===== src/core/aapc_pkg.sv =====
// Shared constants, register map and types for the angle output block
package aapc_pkg;
  // Clock and angle timing
  localparam int CLK_PERIOD_NS = 10;
  localparam int SAMPLE_PERIOD_US = 25;
  localparam int LATENCY_US = 60;
  localparam int SAMPLE_CYC = (SAMPLE_PERIOD_US * 1000 + CLK_PERIOD_NS - 1) / CLK_PERIOD_NS;
  localparam int LATENCY_CYC = (LATENCY_US * 1000) / CLK_PERIOD_NS;
  localparam int SER_BIT_CYC = 100;
  // Widths
  localparam int ANGLE_W = 13;
  localparam int AVG_W = 3;
  localparam int ACC_W = 20;
  localparam int ERR_W = 8;
  localparam int PWM_ANGLE_W = 12;
  // Pulse-width timing
  localparam int PWM_PERIOD_CYC = 4000;
  localparam int PWM_LEAD_PCT = 5;
  localparam int PWM_SPAN_PCT = 90;
  // Supply-line Manchester port
  localparam int MAN_BIT_CYC = 1000;
  localparam int MAN_FRAME_BITS = 16;
  localparam logic [1:0] MAN_KIND_WRITE = 2'h1;
  localparam logic [1:0] MAN_KIND_READ = 2'h2;
  localparam logic [1:0] MAN_KIND_SPECIAL = 2'h3;
  localparam logic [11:0] MAN_ACCESS_CODE = 12'hA5C;
  localparam logic [11:0] MAN_EXIT_CODE = 12'h5A3;
  // Non-volatile image layout
  localparam int NVM_AVG_LSB = 0;
  localparam int NVM_SPEED_BIT = 3;
  localparam int NVM_MAN_DIS_BIT = 18;
  localparam int SUPPLY_DROP_BIT = 0;
  localparam logic [15:0] MASK_RESET = 16'h0001;
  // Register offsets
  localparam logic [7:0] REG_ANGLE = 8'h00;
  localparam logic [7:0] REG_CFG = 8'h04;
  localparam logic [7:0] REG_MASK = 8'h08;
  localparam logic [7:0] REG_ERR = 8'h0C;
  localparam logic [7:0] REG_STAT = 8'h10;
  // Configuration register layout, high bits first
  typedef struct packed {
    logic man_dis;
    logic speed_hi;
    logic [AVG_W-1:0] sample_average_select;
  } aapc_cfg_s;
endpackage : aapc_pkg


===== src/core/aapc_pwm.sv =====
// Pulse-width encoder with tristate on fault
`timescale 1ns/100ps
module aapc_pwm #(
  parameter int PERIOD = aapc_pkg::PWM_PERIOD_CYC
) (
  // Clock and reset
  input wire logic core_clk_i,
  input wire logic reset_i,
  // Angle and fault
  input wire logic [aapc_pkg::ANGLE_W-1:0] angle_i,
  input wire logic fault_i,
  // Pin
  output logic pwm_o,
  output logic pwm_oe_n_o
);
  localparam int LEAD = (PERIOD * aapc_pkg::PWM_LEAD_PCT + 99) / 100;
  localparam int SPAN = (PERIOD * aapc_pkg::PWM_SPAN_PCT) / 100;

  logic [31:0] cnt_r;
  logic [aapc_pkg::PWM_ANGLE_W-1:0] lat_r;
  logic [31:0] high_cyc;

  // Lead-in plus angle share of the span; never reaches the full period
  assign high_cyc = 32'(LEAD) + ((32'(SPAN) * {20'h00000, lat_r}) >> aapc_pkg::PWM_ANGLE_W);

  // Period counter, angle taken once at each period start
  always_ff @(posedge core_clk_i) begin
    if (reset_i) begin
      cnt_r <= 32'h0;
      lat_r <= '0;
    end else if (cnt_r == 32'(PERIOD - 1)) begin
      cnt_r <= 32'h0;
      lat_r <= angle_i[aapc_pkg::ANGLE_W-1:1];
    end else begin
      cnt_r <= cnt_r + 32'h1;
    end
  end

  // Output level and enable; fault releases the pin
  always_ff @(posedge core_clk_i) begin
    if (reset_i) begin
      pwm_o <= 1'b0;
      pwm_oe_n_o <= 1'b1;
    end else begin
      pwm_o <= !fault_i && (cnt_r < high_cyc);
      pwm_oe_n_o <= fault_i;
    end
  end
endmodule : aapc_pwm


===== src/core/aapc_angle_out.sv =====
// Angle averaging, publication, serial and pulse-width output, supply-line command port
`timescale 1ns/100ps
module aapc_angle_out #(
  parameter int SAMPLE_CYC = aapc_pkg::SAMPLE_CYC,
  parameter int LAT_CYC = aapc_pkg::LATENCY_CYC,
  parameter int PWM_PERIOD = aapc_pkg::PWM_PERIOD_CYC,
  parameter int MAN_BIT = aapc_pkg::MAN_BIT_CYC,
  parameter int SER_BIT = aapc_pkg::SER_BIT_CYC
) (
  // Clock and reset
  input wire logic core_clk_i,
  input wire logic reset_i,
  // Register port
  input wire logic [7:0] reg_addr_i,
  input wire logic [31:0] reg_wdata_i,
  input wire logic reg_we_i,
  input wire logic reg_re_i,
  output logic [31:0] reg_rdata_o,
  // Front-end samples
  output logic sample_tick_o,
  input wire logic [aapc_pkg::ANGLE_W-1:0] sample_angle_i,
  // Non-volatile image
  input wire logic [31:0] nvm_cfg_word_i,
  input wire logic [15:0] nvm_mask_word_i,
  // Error flags
  input wire logic [aapc_pkg::ERR_W-1:0] err_primary_i,
  input wire logic [aapc_pkg::ERR_W-1:0] error_status_secondary_i,
  // Pins
  input wire logic die_addr_bit0_i,
  input wire logic die_addr_bit1_i,
  input wire logic supply_man_i,
  input wire logic man_tx_i,
  output logic ser_o,
  output logic pwm_o,
  output logic pwm_oe_n_o,
  // Internal angle output and command port
  output logic [aapc_pkg::ANGLE_W-1:0] angle_o,
  output logic angle_update_o,
  output logic man_mode_o,
  output logic cmd_valid_o,
  output logic [aapc_pkg::MAN_FRAME_BITS-1:0] cmd_frame_o
);
  localparam int DLY_N = LAT_CYC / SAMPLE_CYC;
  localparam int DLY_OFS = LAT_CYC % SAMPLE_CYC;
  localparam int DLY_IDX = (DLY_OFS == 0) ? DLY_N - 1 : DLY_N;
  localparam int WIN_LO = (MAN_BIT * 3) / 4;
  localparam int WIN_HI = (MAN_BIT * 5) / 4;
  localparam int AW = aapc_pkg::ANGLE_W;
  localparam int FB = aapc_pkg::MAN_FRAME_BITS;

  typedef enum logic {AAPC_MAN_IDLE, AAPC_MAN_RUN} aapc_man_e;

  aapc_pkg::aapc_cfg_s cfg_r;
  logic [15:0] mask_r;
  logic init_r;
  logic [15:0] div_r;
  logic [AW-1:0] dly_r [0:DLY_N];
  logic [DLY_N:0] dly_v_r;
  logic pub_ev;
  logic [AW-1:0] pub_smp;
  logic [aapc_pkg::AVG_W-1:0] n_log;
  logic [aapc_pkg::ACC_W-1:0] acc_r;
  logic [aapc_pkg::ACC_W-1:0] acc_nxt;
  logic [7:0] cnt_r;
  logic [AW-1:0] angle_r;
  logic upd_r;
  logic fault;
  logic [1:0] addr_s1_r;
  logic [1:0] addr_s2_r;
  logic man_s1_r;
  logic man_s2_r;
  logic man_s3_r;
  logic tx_s1_r;
  logic tx_s2_r;
  logic man_edge;
  aapc_man_e man_st_r;
  logic [15:0] man_tmr_r;
  logic [FB-1:0] man_sh_r;
  logic [5:0] man_cnt_r;
  logic frame_end;
  logic addr_ok;
  logic enter_ev;
  logic exit_ev;
  logic man_mode_r;
  logic cmd_valid_r;
  logic [FB-1:0] cmd_frame_r;
  logic [AW-1:0] ser_sh_r;
  logic [3:0] ser_cnt_r;
  logic [15:0] ser_div_r;
  logic ser_r;
  logic [31:0] rdata_r;

  // Defaults on reset, then one load from the non-volatile image, then software
  always_ff @(posedge core_clk_i) begin
    if (reset_i) begin
      cfg_r <= '0;
      mask_r <= aapc_pkg::MASK_RESET;
      init_r <= 1'b0;
    end else if (!init_r) begin
      cfg_r.sample_average_select <= nvm_cfg_word_i[aapc_pkg::NVM_AVG_LSB +: aapc_pkg::AVG_W];
      cfg_r.speed_hi <= nvm_cfg_word_i[aapc_pkg::NVM_SPEED_BIT];
      cfg_r.man_dis <= nvm_cfg_word_i[aapc_pkg::NVM_MAN_DIS_BIT];
      mask_r <= nvm_mask_word_i;
      init_r <= 1'b1;
    end else if (reg_we_i) begin
      if (reg_addr_i == aapc_pkg::REG_CFG) begin
        cfg_r <= reg_wdata_i[$bits(aapc_pkg::aapc_cfg_s)-1:0];
      end
      if (reg_addr_i == aapc_pkg::REG_MASK) begin
        mask_r <= reg_wdata_i[15:0];
      end
    end
  end

  // Sample cadence divider; tick requests a raw sample every period
  always_ff @(posedge core_clk_i) begin
    if (reset_i || div_r == 16'(SAMPLE_CYC - 1)) begin
      div_r <= 16'h0000;
    end else begin
      div_r <= div_r + 16'h0001;
    end
  end
  assign sample_tick_o = !reset_i && (div_r == 16'h0000);

  // Delay line ageing samples to the fixed response latency
  always_ff @(posedge core_clk_i) begin
    if (reset_i) begin
      dly_v_r <= '0;
    end else if (sample_tick_o) begin
      dly_v_r <= {dly_v_r[DLY_N-1:0], 1'b1};
    end
  end
  always_ff @(posedge core_clk_i) begin
    if (sample_tick_o) begin
      dly_r[0] <= sample_angle_i;
    end
  end
  for (genvar i = 1; i <= DLY_N; i++) begin : g_dly
    always_ff @(posedge core_clk_i) begin
      if (sample_tick_o) begin
        dly_r[i] <= dly_r[i-1];
      end
    end
  end
  assign pub_ev = (div_r == 16'(DLY_OFS)) && dly_v_r[DLY_IDX];
  assign pub_smp = dly_r[DLY_IDX];

  // Averaging depth: high-speed mode forces a single sample
  assign n_log = cfg_r.speed_hi ? '0 : cfg_r.sample_average_select;
  assign acc_nxt = acc_r + {{(aapc_pkg::ACC_W-AW){1'b0}}, pub_smp};

  // Accumulate 2^n samples, publish the shifted sum with a strobe
  always_ff @(posedge core_clk_i) begin
    if (reset_i || (reg_we_i && reg_addr_i == aapc_pkg::REG_CFG)) begin
      acc_r <= '0;
      cnt_r <= 8'h00;
    end else if (pub_ev) begin
      if (cnt_r == 8'((1 << n_log) - 1)) begin
        acc_r <= '0;
        cnt_r <= 8'h00;
      end else begin
        acc_r <= acc_nxt;
        cnt_r <= cnt_r + 8'h01;
      end
    end
  end
  always_ff @(posedge core_clk_i) begin
    if (reset_i) begin
      angle_r <= '0;
      upd_r <= 1'b0;
    end else begin
      upd_r <= 1'b0;
      if (pub_ev && cnt_r == 8'((1 << n_log) - 1)) begin
        angle_r <= AW'(acc_nxt >> n_log);
        upd_r <= 1'b1;
      end
    end
  end
  assign angle_o = angle_r;
  assign angle_update_o = upd_r;

  // Pulse-width output, released on any unmasked error
  assign fault = |({error_status_secondary_i, err_primary_i} & ~mask_r);
  aapc_pwm #(
    .PERIOD(PWM_PERIOD)
  ) u_pwm (
    .core_clk_i(core_clk_i),
    .reset_i(reset_i),
    .angle_i(angle_r),
    .fault_i(fault),
    .pwm_o(pwm_o),
    .pwm_oe_n_o(pwm_oe_n_o)
  );

  // Pin synchronisers
  always_ff @(posedge core_clk_i) begin
    if (reset_i) begin
      addr_s1_r <= 2'h0;
      addr_s2_r <= 2'h0;
      man_s1_r <= 1'b0;
      man_s2_r <= 1'b0;
      man_s3_r <= 1'b0;
      tx_s1_r <= 1'b1;
      tx_s2_r <= 1'b1;
    end else begin
      addr_s1_r <= {die_addr_bit1_i, die_addr_bit0_i};
      addr_s2_r <= addr_s1_r;
      man_s1_r <= supply_man_i;
      man_s2_r <= man_s1_r;
      man_s3_r <= man_s2_r;
      tx_s1_r <= man_tx_i;
      tx_s2_r <= tx_s1_r;
    end
  end
  assign man_edge = (man_s2_r ^ man_s3_r) && !cfg_r.man_dis && init_r;

  // Manchester receiver: mid-bit edges inside the window carry bits
  assign frame_end = (man_st_r == AAPC_MAN_RUN) && (man_tmr_r > 16'(WIN_HI));
  always_ff @(posedge core_clk_i) begin
    if (reset_i) begin
      man_st_r <= AAPC_MAN_IDLE;
      man_tmr_r <= 16'h0000;
      man_sh_r <= '0;
      man_cnt_r <= 6'h00;
    end else begin
      case (man_st_r)
        AAPC_MAN_IDLE: begin
          man_tmr_r <= 16'h0000;
          if (man_edge) begin
            man_sh_r <= {man_sh_r[FB-2:0], !man_s2_r};
            man_cnt_r <= 6'h01;
            man_st_r <= AAPC_MAN_RUN;
          end
        end
        AAPC_MAN_RUN: begin
          if (frame_end) begin
            man_st_r <= AAPC_MAN_IDLE;
          end else if (man_edge && man_tmr_r >= 16'(WIN_LO)) begin
            man_sh_r <= {man_sh_r[FB-2:0], !man_s2_r};
            man_tmr_r <= 16'h0000;
            if (man_cnt_r != 6'h3F) begin
              man_cnt_r <= man_cnt_r + 6'h01;
            end
          end else begin
            man_tmr_r <= man_tmr_r + 16'h0001;
          end
        end
        default: begin
          man_st_r <= AAPC_MAN_IDLE;
        end
      endcase
    end
  end

  // Frame decode: die address field then kind and payload
  assign addr_ok = frame_end && (man_cnt_r == 6'(FB)) && (man_sh_r[FB-1 -: 2] == addr_s2_r);
  assign enter_ev = addr_ok && man_sh_r[13:12] == aapc_pkg::MAN_KIND_SPECIAL
                    && man_sh_r[11:0] == aapc_pkg::MAN_ACCESS_CODE;
  assign exit_ev = addr_ok && man_mode_r && man_sh_r[13:12] == aapc_pkg::MAN_KIND_SPECIAL
                   && man_sh_r[11:0] == aapc_pkg::MAN_EXIT_CODE;

  // Command mode flag and command hand-off
  always_ff @(posedge core_clk_i) begin
    if (reset_i) begin
      man_mode_r <= 1'b0;
      cmd_valid_r <= 1'b0;
      cmd_frame_r <= '0;
    end else begin
      cmd_valid_r <= 1'b0;
      if (enter_ev) begin
        man_mode_r <= 1'b1;
      end else if (exit_ev) begin
        man_mode_r <= 1'b0;
      end
      if (addr_ok && man_mode_r && (man_sh_r[13:12] == aapc_pkg::MAN_KIND_WRITE
                                    || man_sh_r[13:12] == aapc_pkg::MAN_KIND_READ)) begin
        cmd_valid_r <= 1'b1;
        cmd_frame_r <= man_sh_r;
      end
    end
  end
  assign man_mode_o = man_mode_r;
  assign cmd_valid_o = cmd_valid_r;
  assign cmd_frame_o = cmd_frame_r;

  // Serial angle shifter, one word per update, cut off by command mode
  always_ff @(posedge core_clk_i) begin
    if (reset_i || man_mode_r || enter_ev) begin
      ser_cnt_r <= 4'h0;
      ser_div_r <= 16'h0000;
      ser_sh_r <= '0;
    end else if (upd_r) begin
      ser_sh_r <= angle_r;
      ser_cnt_r <= 4'(AW);
      ser_div_r <= 16'h0000;
    end else if (ser_cnt_r != 4'h0) begin
      if (ser_div_r == 16'(SER_BIT - 1)) begin
        ser_div_r <= 16'h0000;
        ser_sh_r <= {ser_sh_r[AW-2:0], 1'b0};
        ser_cnt_r <= ser_cnt_r - 4'h1;
      end else begin
        ser_div_r <= ser_div_r + 16'h0001;
      end
    end
  end

  // Serial pin: responses in command mode, angle bits otherwise, idle high
  always_ff @(posedge core_clk_i) begin
    if (reset_i) begin
      ser_r <= 1'b1;
    end else if (man_mode_r) begin
      ser_r <= tx_s2_r;
    end else begin
      ser_r <= (ser_cnt_r != 4'h0) ? ser_sh_r[AW-1] : 1'b1;
    end
  end
  assign ser_o = ser_r;

  // Register read, answer in the following cycle only
  always_ff @(posedge core_clk_i) begin
    if (reset_i || !reg_re_i) begin
      rdata_r <= 32'h0000_0000;
    end else begin
      case (reg_addr_i)
        aapc_pkg::REG_ANGLE: rdata_r <= {19'h00000, angle_r};
        aapc_pkg::REG_CFG: rdata_r <= {27'h0000000, cfg_r};
        aapc_pkg::REG_MASK: rdata_r <= {16'h0000, mask_r};
        aapc_pkg::REG_ERR: rdata_r <= {16'h0000, error_status_secondary_i, err_primary_i};
        aapc_pkg::REG_STAT: rdata_r <= {27'h0000000, fault, addr_s2_r, man_mode_r, init_r};
        default: rdata_r <= 32'h0000_0000;
      endcase
    end
  end
  assign reg_rdata_o = rdata_r;
endmodule : aapc_angle_out


===== config.mk =====
export PLATFORM = sky130hd
export DESIGN_NAME = aapc_angle_out
export DESIGN_NICKNAME = d
export VERILOG_FILES = /design/src/core/aapc_pkg.sv /design/src/core/aapc_pwm.sv /design/src/core/aapc_angle_out.sv
export SDC_FILE = /design/constraint.sdc
export NUM_CORES = 1
export LEC_CHECK = 0
export BUFFER_PORTS_ARGS = -buffer_cell sky130_fd_sc_hd__buf_2
export CAP_MARGIN = 40
export CORE_ASPECT_RATIO = 0.6
export CORE_MARGIN = 2
export CORE_UTILIZATION = 40
export CTS_BUF_LIST = sky130_fd_sc_hd__clkbuf_2 sky130_fd_sc_hd__clkbuf_4 sky130_fd_sc_hd__clkbuf_8
export DETAILED_ROUTE_END_ITERATION = 6
export GPL_ROUTABILITY_DRIVEN = 0
export PLACE_DENSITY = 0.71
export SYNTH_ARGS = -nofsm -noshare
export SYNTH_HDL_FRONTEND = slang
export SYNTH_SLANG_ARGS = --single-unit

===== constraint.sdc =====
create_clock -name core_clk_i -period 13.2 [get_ports core_clk_i]
set_clock_uncertainty 0.15 [all_clocks]
set_input_delay 0 -clock core_clk_i [delete_from_list [all_inputs] [get_ports core_clk_i]]
set_output_delay 0 -clock core_clk_i [all_outputs]
set_load 0.01 [all_outputs]

After elaboration in Yosys (flattened, before gate mapping):

Memory sizes are Yosys's and may differ from the RTL's.
Cells that the tools add are included.

* register bits after elaboration: 261
* memory bits (writable): 39
* input bits: 125
* memories: 1

* add/sub/neg operators: 10
* multipliers: 1
* order comparisons: 3
* equality and inequality tests: 24
* shifts and indexed selects: 2
* mux-type cells: 41
* bitwise operators: 4
* reductions and logical operators: 43

Memories
* dly_r: depth 3, width 13, rd ports 3, clocked after Yosys merged registers in 0, wr ports 3, RTL line aapc_angle_out.sv:57 `logic [AW-1:0] dly_r [0:DLY_N];`

Operators with widths (number)
* two-way mux 16 bit: 9
* one-hot mux 16 bit (5 select lines): 1
* one-hot mux 16 bit (2 select lines): 2
* adder 16 x 1 -> 16 bit (second input constant): 3
* two-way mux 13 bit: 3
* adder 32 x 1 -> 32 bit (second input constant): 1
* == test 32 x 12 -> 1 bit (second input constant): 1
* < comparator 32 bit: 1
* two-way mux 6 bit: 4
* adder 20 x 13 -> 20 bit: 1
* multiplier 8 x 12 -> 20 bit (first input constant): 1
* two-way mux 20 bit: 1
* >> shifter 20 x 3 -> 13 bit: 1
* logical AND 1 bit: 17
* AND 16 bit: 1
* == test 16 x 10 -> 1 bit (second input constant): 1
* == test 16 x 12 -> 1 bit (second input constant): 1
* == test 16 x 7 -> 1 bit (second input constant): 1
* == test 8 x 4 -> 1 bit (second input constant): 2
* greater-or-equal comparator 16 x 10 -> 1 bit (second input constant): 1
* greater-than comparator 16 x 11 -> 1 bit (second input constant): 1
* logical NOT 16 bit: 1
* inverter 16 bit: 1
* OR reduction 16 bit: 1
* 36 further kinds: 71

Longest topological paths before layout:

* depth after elaboration: 9
* depth in mapped cells: 23
* depth with buffers taken out: 23

Modules after synthesis:

A second synthesis with hierarchy kept.

* cell total of the unflattened synthesis: 1742
* area total of the unflattened synthesis: 15489.9 sq um

By module, submodules not included
* aapc_angle_out: times used 1, cells each 1325, area an instance 11594.9 sq um, sequential area each 5154.9 sq um
* aapc_pwm: times used 1, cells each 417, area an instance 3895.0 sq um, sequential area each 920.9 sq um

Worst setup path before layout:

OpenSTA, ideal clock, no wires.

* path type: reg2reg
* start: register u_pwm.lat_r[5] (netlist name)
* end: register u_pwm.pwm_o
* setup time: 0.081 ns
* arrival time: 4.920 ns
* data required time: 12.969 ns
* setup slack: 8.050 ns
* cell stages (with the launch flop): 21
* path buffers: 0
* cell sequence: dfxtp_1 inv_1 fa_1 inv_1 ha_1 fa_1 ha_1 ha_1 a21o_1 a31o_2 o31ai_1 o21ai_0 a31oi_1 o311a_1 nor2b_1 xnor2_1 ha_1 a21o_1 a21oi_1 o21ai_0 a41oi_1

* word-level cells in the longest chain between the ends: 4

Ends and longest elaborated chain
* from (decl): RTL line aapc_pwm.sv:20 `logic [aapc_pkg::PWM_ANGLE_W-1:0] lat_r;`
* from (signal assigned): RTL line aapc_pwm.sv:33 `lat_r <= angle_i[aapc_pkg::ANGLE_W-1:1];`
* multiplier 8 x 12 -> 20 bit: RTL line aapc_pwm.sv:24 `assign high_cyc = 32'(LEAD) + ((32'(SPAN) * {20'h00000, lat_r}) >> aapc_pkg::PWM_ANGLE_W);`
* adder 8 x 12 -> 13 bit: RTL line aapc_pwm.sv:24
* < comparator 32 bit: RTL line aapc_pwm.sv:45 `pwm_o <= !fault_i && (cnt_r < high_cyc);`
* logical AND 1 bit: RTL line aapc_pwm.sv:45
* to (signal assigned): RTL line aapc_pwm.sv:45
* to (decl): RTL line aapc_pwm.sv:13 `output logic pwm_o,`

No other way between the ends.
A chain may end at the register's enable or synchronous reset.

Worst setup path after layout:

Same ends and word-level chain as after synthesis.

==> results by group <==
Clocking
  – Root Driver: clkbuf_8
  – CTS H-Tree Depth: 2
  – Clk_lat worst skew: between 0.5 and 0.6 ns
  – CTS Sinks: 284
  – Postcts setup bufs: 0
  – CTS Buf Count: 43
  – CTS tree: done
  – Reg clk slew, reported paths: around 0.060 ns
  – Max Buffers Root-to-Sink: 3
  – Post-CTS sizing: 0

Critical path
  – Critical Path Sink Type: flop
  – WP data required: 13.54 ns
  – Worst Path Arrival: between 6 and 7 ns
  – Worst Path Class, Setup: reg2reg
  – R2R Setup Slk: 7.39 ns
  – Worst Path Max Fanout: 6
  – Startpoint types: flop

Die
  – Die ar.: roughly 40000 sq um
  – Rows: 55
  – Die height: approximately 150 um
  – Initial Utilization: 40.40%
  – Chip width: 255.5 um
  – IO Pins: 193
  – Core box area: about 38000 sq um

Layout
  – Antenna Cells: 0
  – P&R area growth vs syn: 21.41%
  – # fillers: 3485
  – FF/Latch Area: 6076 sq um
  – Area of the multi-input gates: ~8500 sq um
  – Commonest non-fill, non-tap cell in the layout: nor2_1
  – Most frequent cells in the layout: nor2_1 (276), dfxtp_1 (245), buf_2 (132)
  – Proportion of layout cells with a drive suffix above 1: 12.61%
  – Final design utilization: 49.05%
  – Final #Nets: 2178

Timing
  – Setup_tns: 0 ns
  – Setup violations, final: 0
  – Slew @ Worst Pin: 0.8883 ns
  – Tcrit/Tclk final: between 40 and 50%
  – Fmax: 172.1 MHz
  – Max-slew violation count: 0
  – Crit path time final: 5.810 ns
  – Final hold vios: 0
  – RSZ-0062 raised after global routing: false
  – Slew Limit Headroom: 40.63%

Synthesis
  – Synth unique cells: 82
  – Top FF cell, synth: dfxtp_1
  – Post-Synthesis Cells: 1719
  – Syn Area/Cell: 8.831 sq um
  – Seq/Total Area, Yosys: about two fifths
  – Async S/R FF share, synth: 0%
  – Synthesis-stage register bit count: 284
  – YS warnings: 0
  – EDFF count, synth: 39
  – Synth Cell Area: 15180 sq um

Drt
  – Routed vias/inst: 5.420
  – 1st-iter DRT viols: 1209
  – Drt first pass iters: 7
  – Routed Antenna Nets: 0
  – WL per Instance: 16.23 um
  – Post-Route WL: 40510 um
  – Total number of vias: 13530
  – DRC Markers: 0

GRT
  – GR peak layer: met2
  – Antenna violations before repair: 0
  – Global-route wire length before repair: 64450 um
  – GR Overflow Total: 0
  – M2 GR Usage: between 30% and 40%
  – Largest net degree at the start of global routing: 51
  – GR Util met3: under 10%
  – GR Util All Layers: 19.82%
  – M1 GR Usage: ~28%
  – Vias in the first global route: 12730

Flow run
  – Max-cap check violation count: 0

Hold path
  – Hold Crit Class: in2reg

Pwr
  – Worst vdd ir: 0.07114 mV
  – Pleak: between 7 and 8 nW
  – Power density over the cells: 100.5 nW/um^2

Placed design
  – PortBufs: 133
  – Post-DP HPWL: 28130 um

Run status
  – Outcome: finished, final reports clean
[synth_stat cells (all sizes together) (32+ instances only)]
| master | count | area share, % |
|---|---|---|
| nand3 | 80 | 2.6 |
| clkbuf | 61 | 1.5 |
| dfxtp | 245 | 32 |
| nand2 | 125 | 3.1 |
| buf | 38 | 1.6 |
| nor2 | 278 | 6.9 |
| edfxtp | 39 | 7.7 |
| o21ai | 47 | 1.5 |
| inv | 65 | 1.6 |
| a21oi | 88 | 3.0 |
| xor2 | 65 | 3.8 |
| xnor2 | 47 | 2.7 |
| ha | 84 | 6.9 |
| nor3 | 32 | 1.1 |
| mux2i | 69 | 4.5 |
[worst max-delay path, cell delays in order, from the launching register on]
cell     delay, ns
dfxtp_1       0.45
inv_1         0.13
fa_1          0.51
inv_1         0.04
ha_1          0.30
fa_1          0.48
ha_1          0.31
ha_1          0.39
a21o_1        0.22
a31o_2        0.24
o31ai_1       0.46
o21ai_0       0.17
a31oi_1       0.30
o311a_1       0.25
nor2b_1       0.21
xnor2_1       0.15
ha_1          0.26
a21o_1        0.16
a21oi_1       0.18
o21ai_0       0.11
a41oi_1       0.23
[cells by family after synthesis]
group                      after synthesis  share of synthesized area, %
AOI/OAI and AO/OA                      299                         13.31
xor gates and xnor gates               112                         6.462
adders and majority gates              101                         9.165
buffers and inverters                  164                         4.714
DFF                                    284                         40.02
muxes                                   76                         5.143
other                                    1                       0.02470
and+or+nand+nor                        682                         21.16
[metrics by stage]
stage                     area [sq um]  total power, mW  setup WS (ns)  hold slack [ns]  cells
after CTS                        18430            1.864          7.448         0.002382   2496
after global routing             18430            1.921          7.021          0.05832   2496
final                            18430            1.853          7.390          0.06809   2496
after detailed placement         16270            1.051          7.477          0.02943   2297
after global placement           16140            1.045          7.581          0.03006   2288
after floorplan                  15240            1.014          8.050         -0.05113   1734
[power by group]
part | internal (mW) | leakage, nW | switching [mW]
Clock | 0.433 | 0.483 | 0.357
Sequential | 0.896 | 2.35 | 0.0138
Combinational | 0.0679 | 4.72 | 0.0853
Total | 1.40 | 7.55 | 0.456
[layout make-up]
class	instances	share of cell area (%)
Clock buffer	63	4.365
Clock inverter	13	0.6924
Inverter	65	1.324
Multi-Input combinational cell	1286	45.90
Sequential cell	284	32.96
Tap cell	513	3.482
Timing Repair Buffer	272	11.28
[final timing paths]
path | startpoint | to | cells past startpoint
setup / recovery | u_pwm.lat_r[5] | u_pwm.pwm_o | 20
hold / removal | reg_addr_i[4] | reg_rdata_o[10] | 4
setup reg to reg | u_pwm.lat_r[5] | u_pwm.pwm_o | 20
hold reg to reg | dly_r[0][14] | dly_r[0][27] | 0
[sequential cells by signal (all words and copies together) (netlist names), 16 cells and up]
signal,flops
acc_r,20
cmd_frame_o,16
div_r,16
dly_r,39
man_sh_r,16
man_tmr_r,16
mask_r,16
reg_rdata_o,16
ser_div_r,16
u_pwm.cnt_r,32
[metal layers]
| metal | share of wire [%] | wire length, um |
|---|---|---|
| met2 | 42 | 17190 |
| met5 | 0 | 0 |
| met4 | 3.1 | 1245 |
| met3 | 7.6 | 3063 |
| met1 | 47 | 19020 |
[what timing repair did]
| item | 4_1_cts | 5_1_grt |
|---|---|---|
| hold buffers | 123 | 0 |
| endpoints found under the hold margin | 101 | 0 |
| endpoints found under the setup margin | 0 | 0 |
Note: power is estimated with default switching activity, not from simulation.
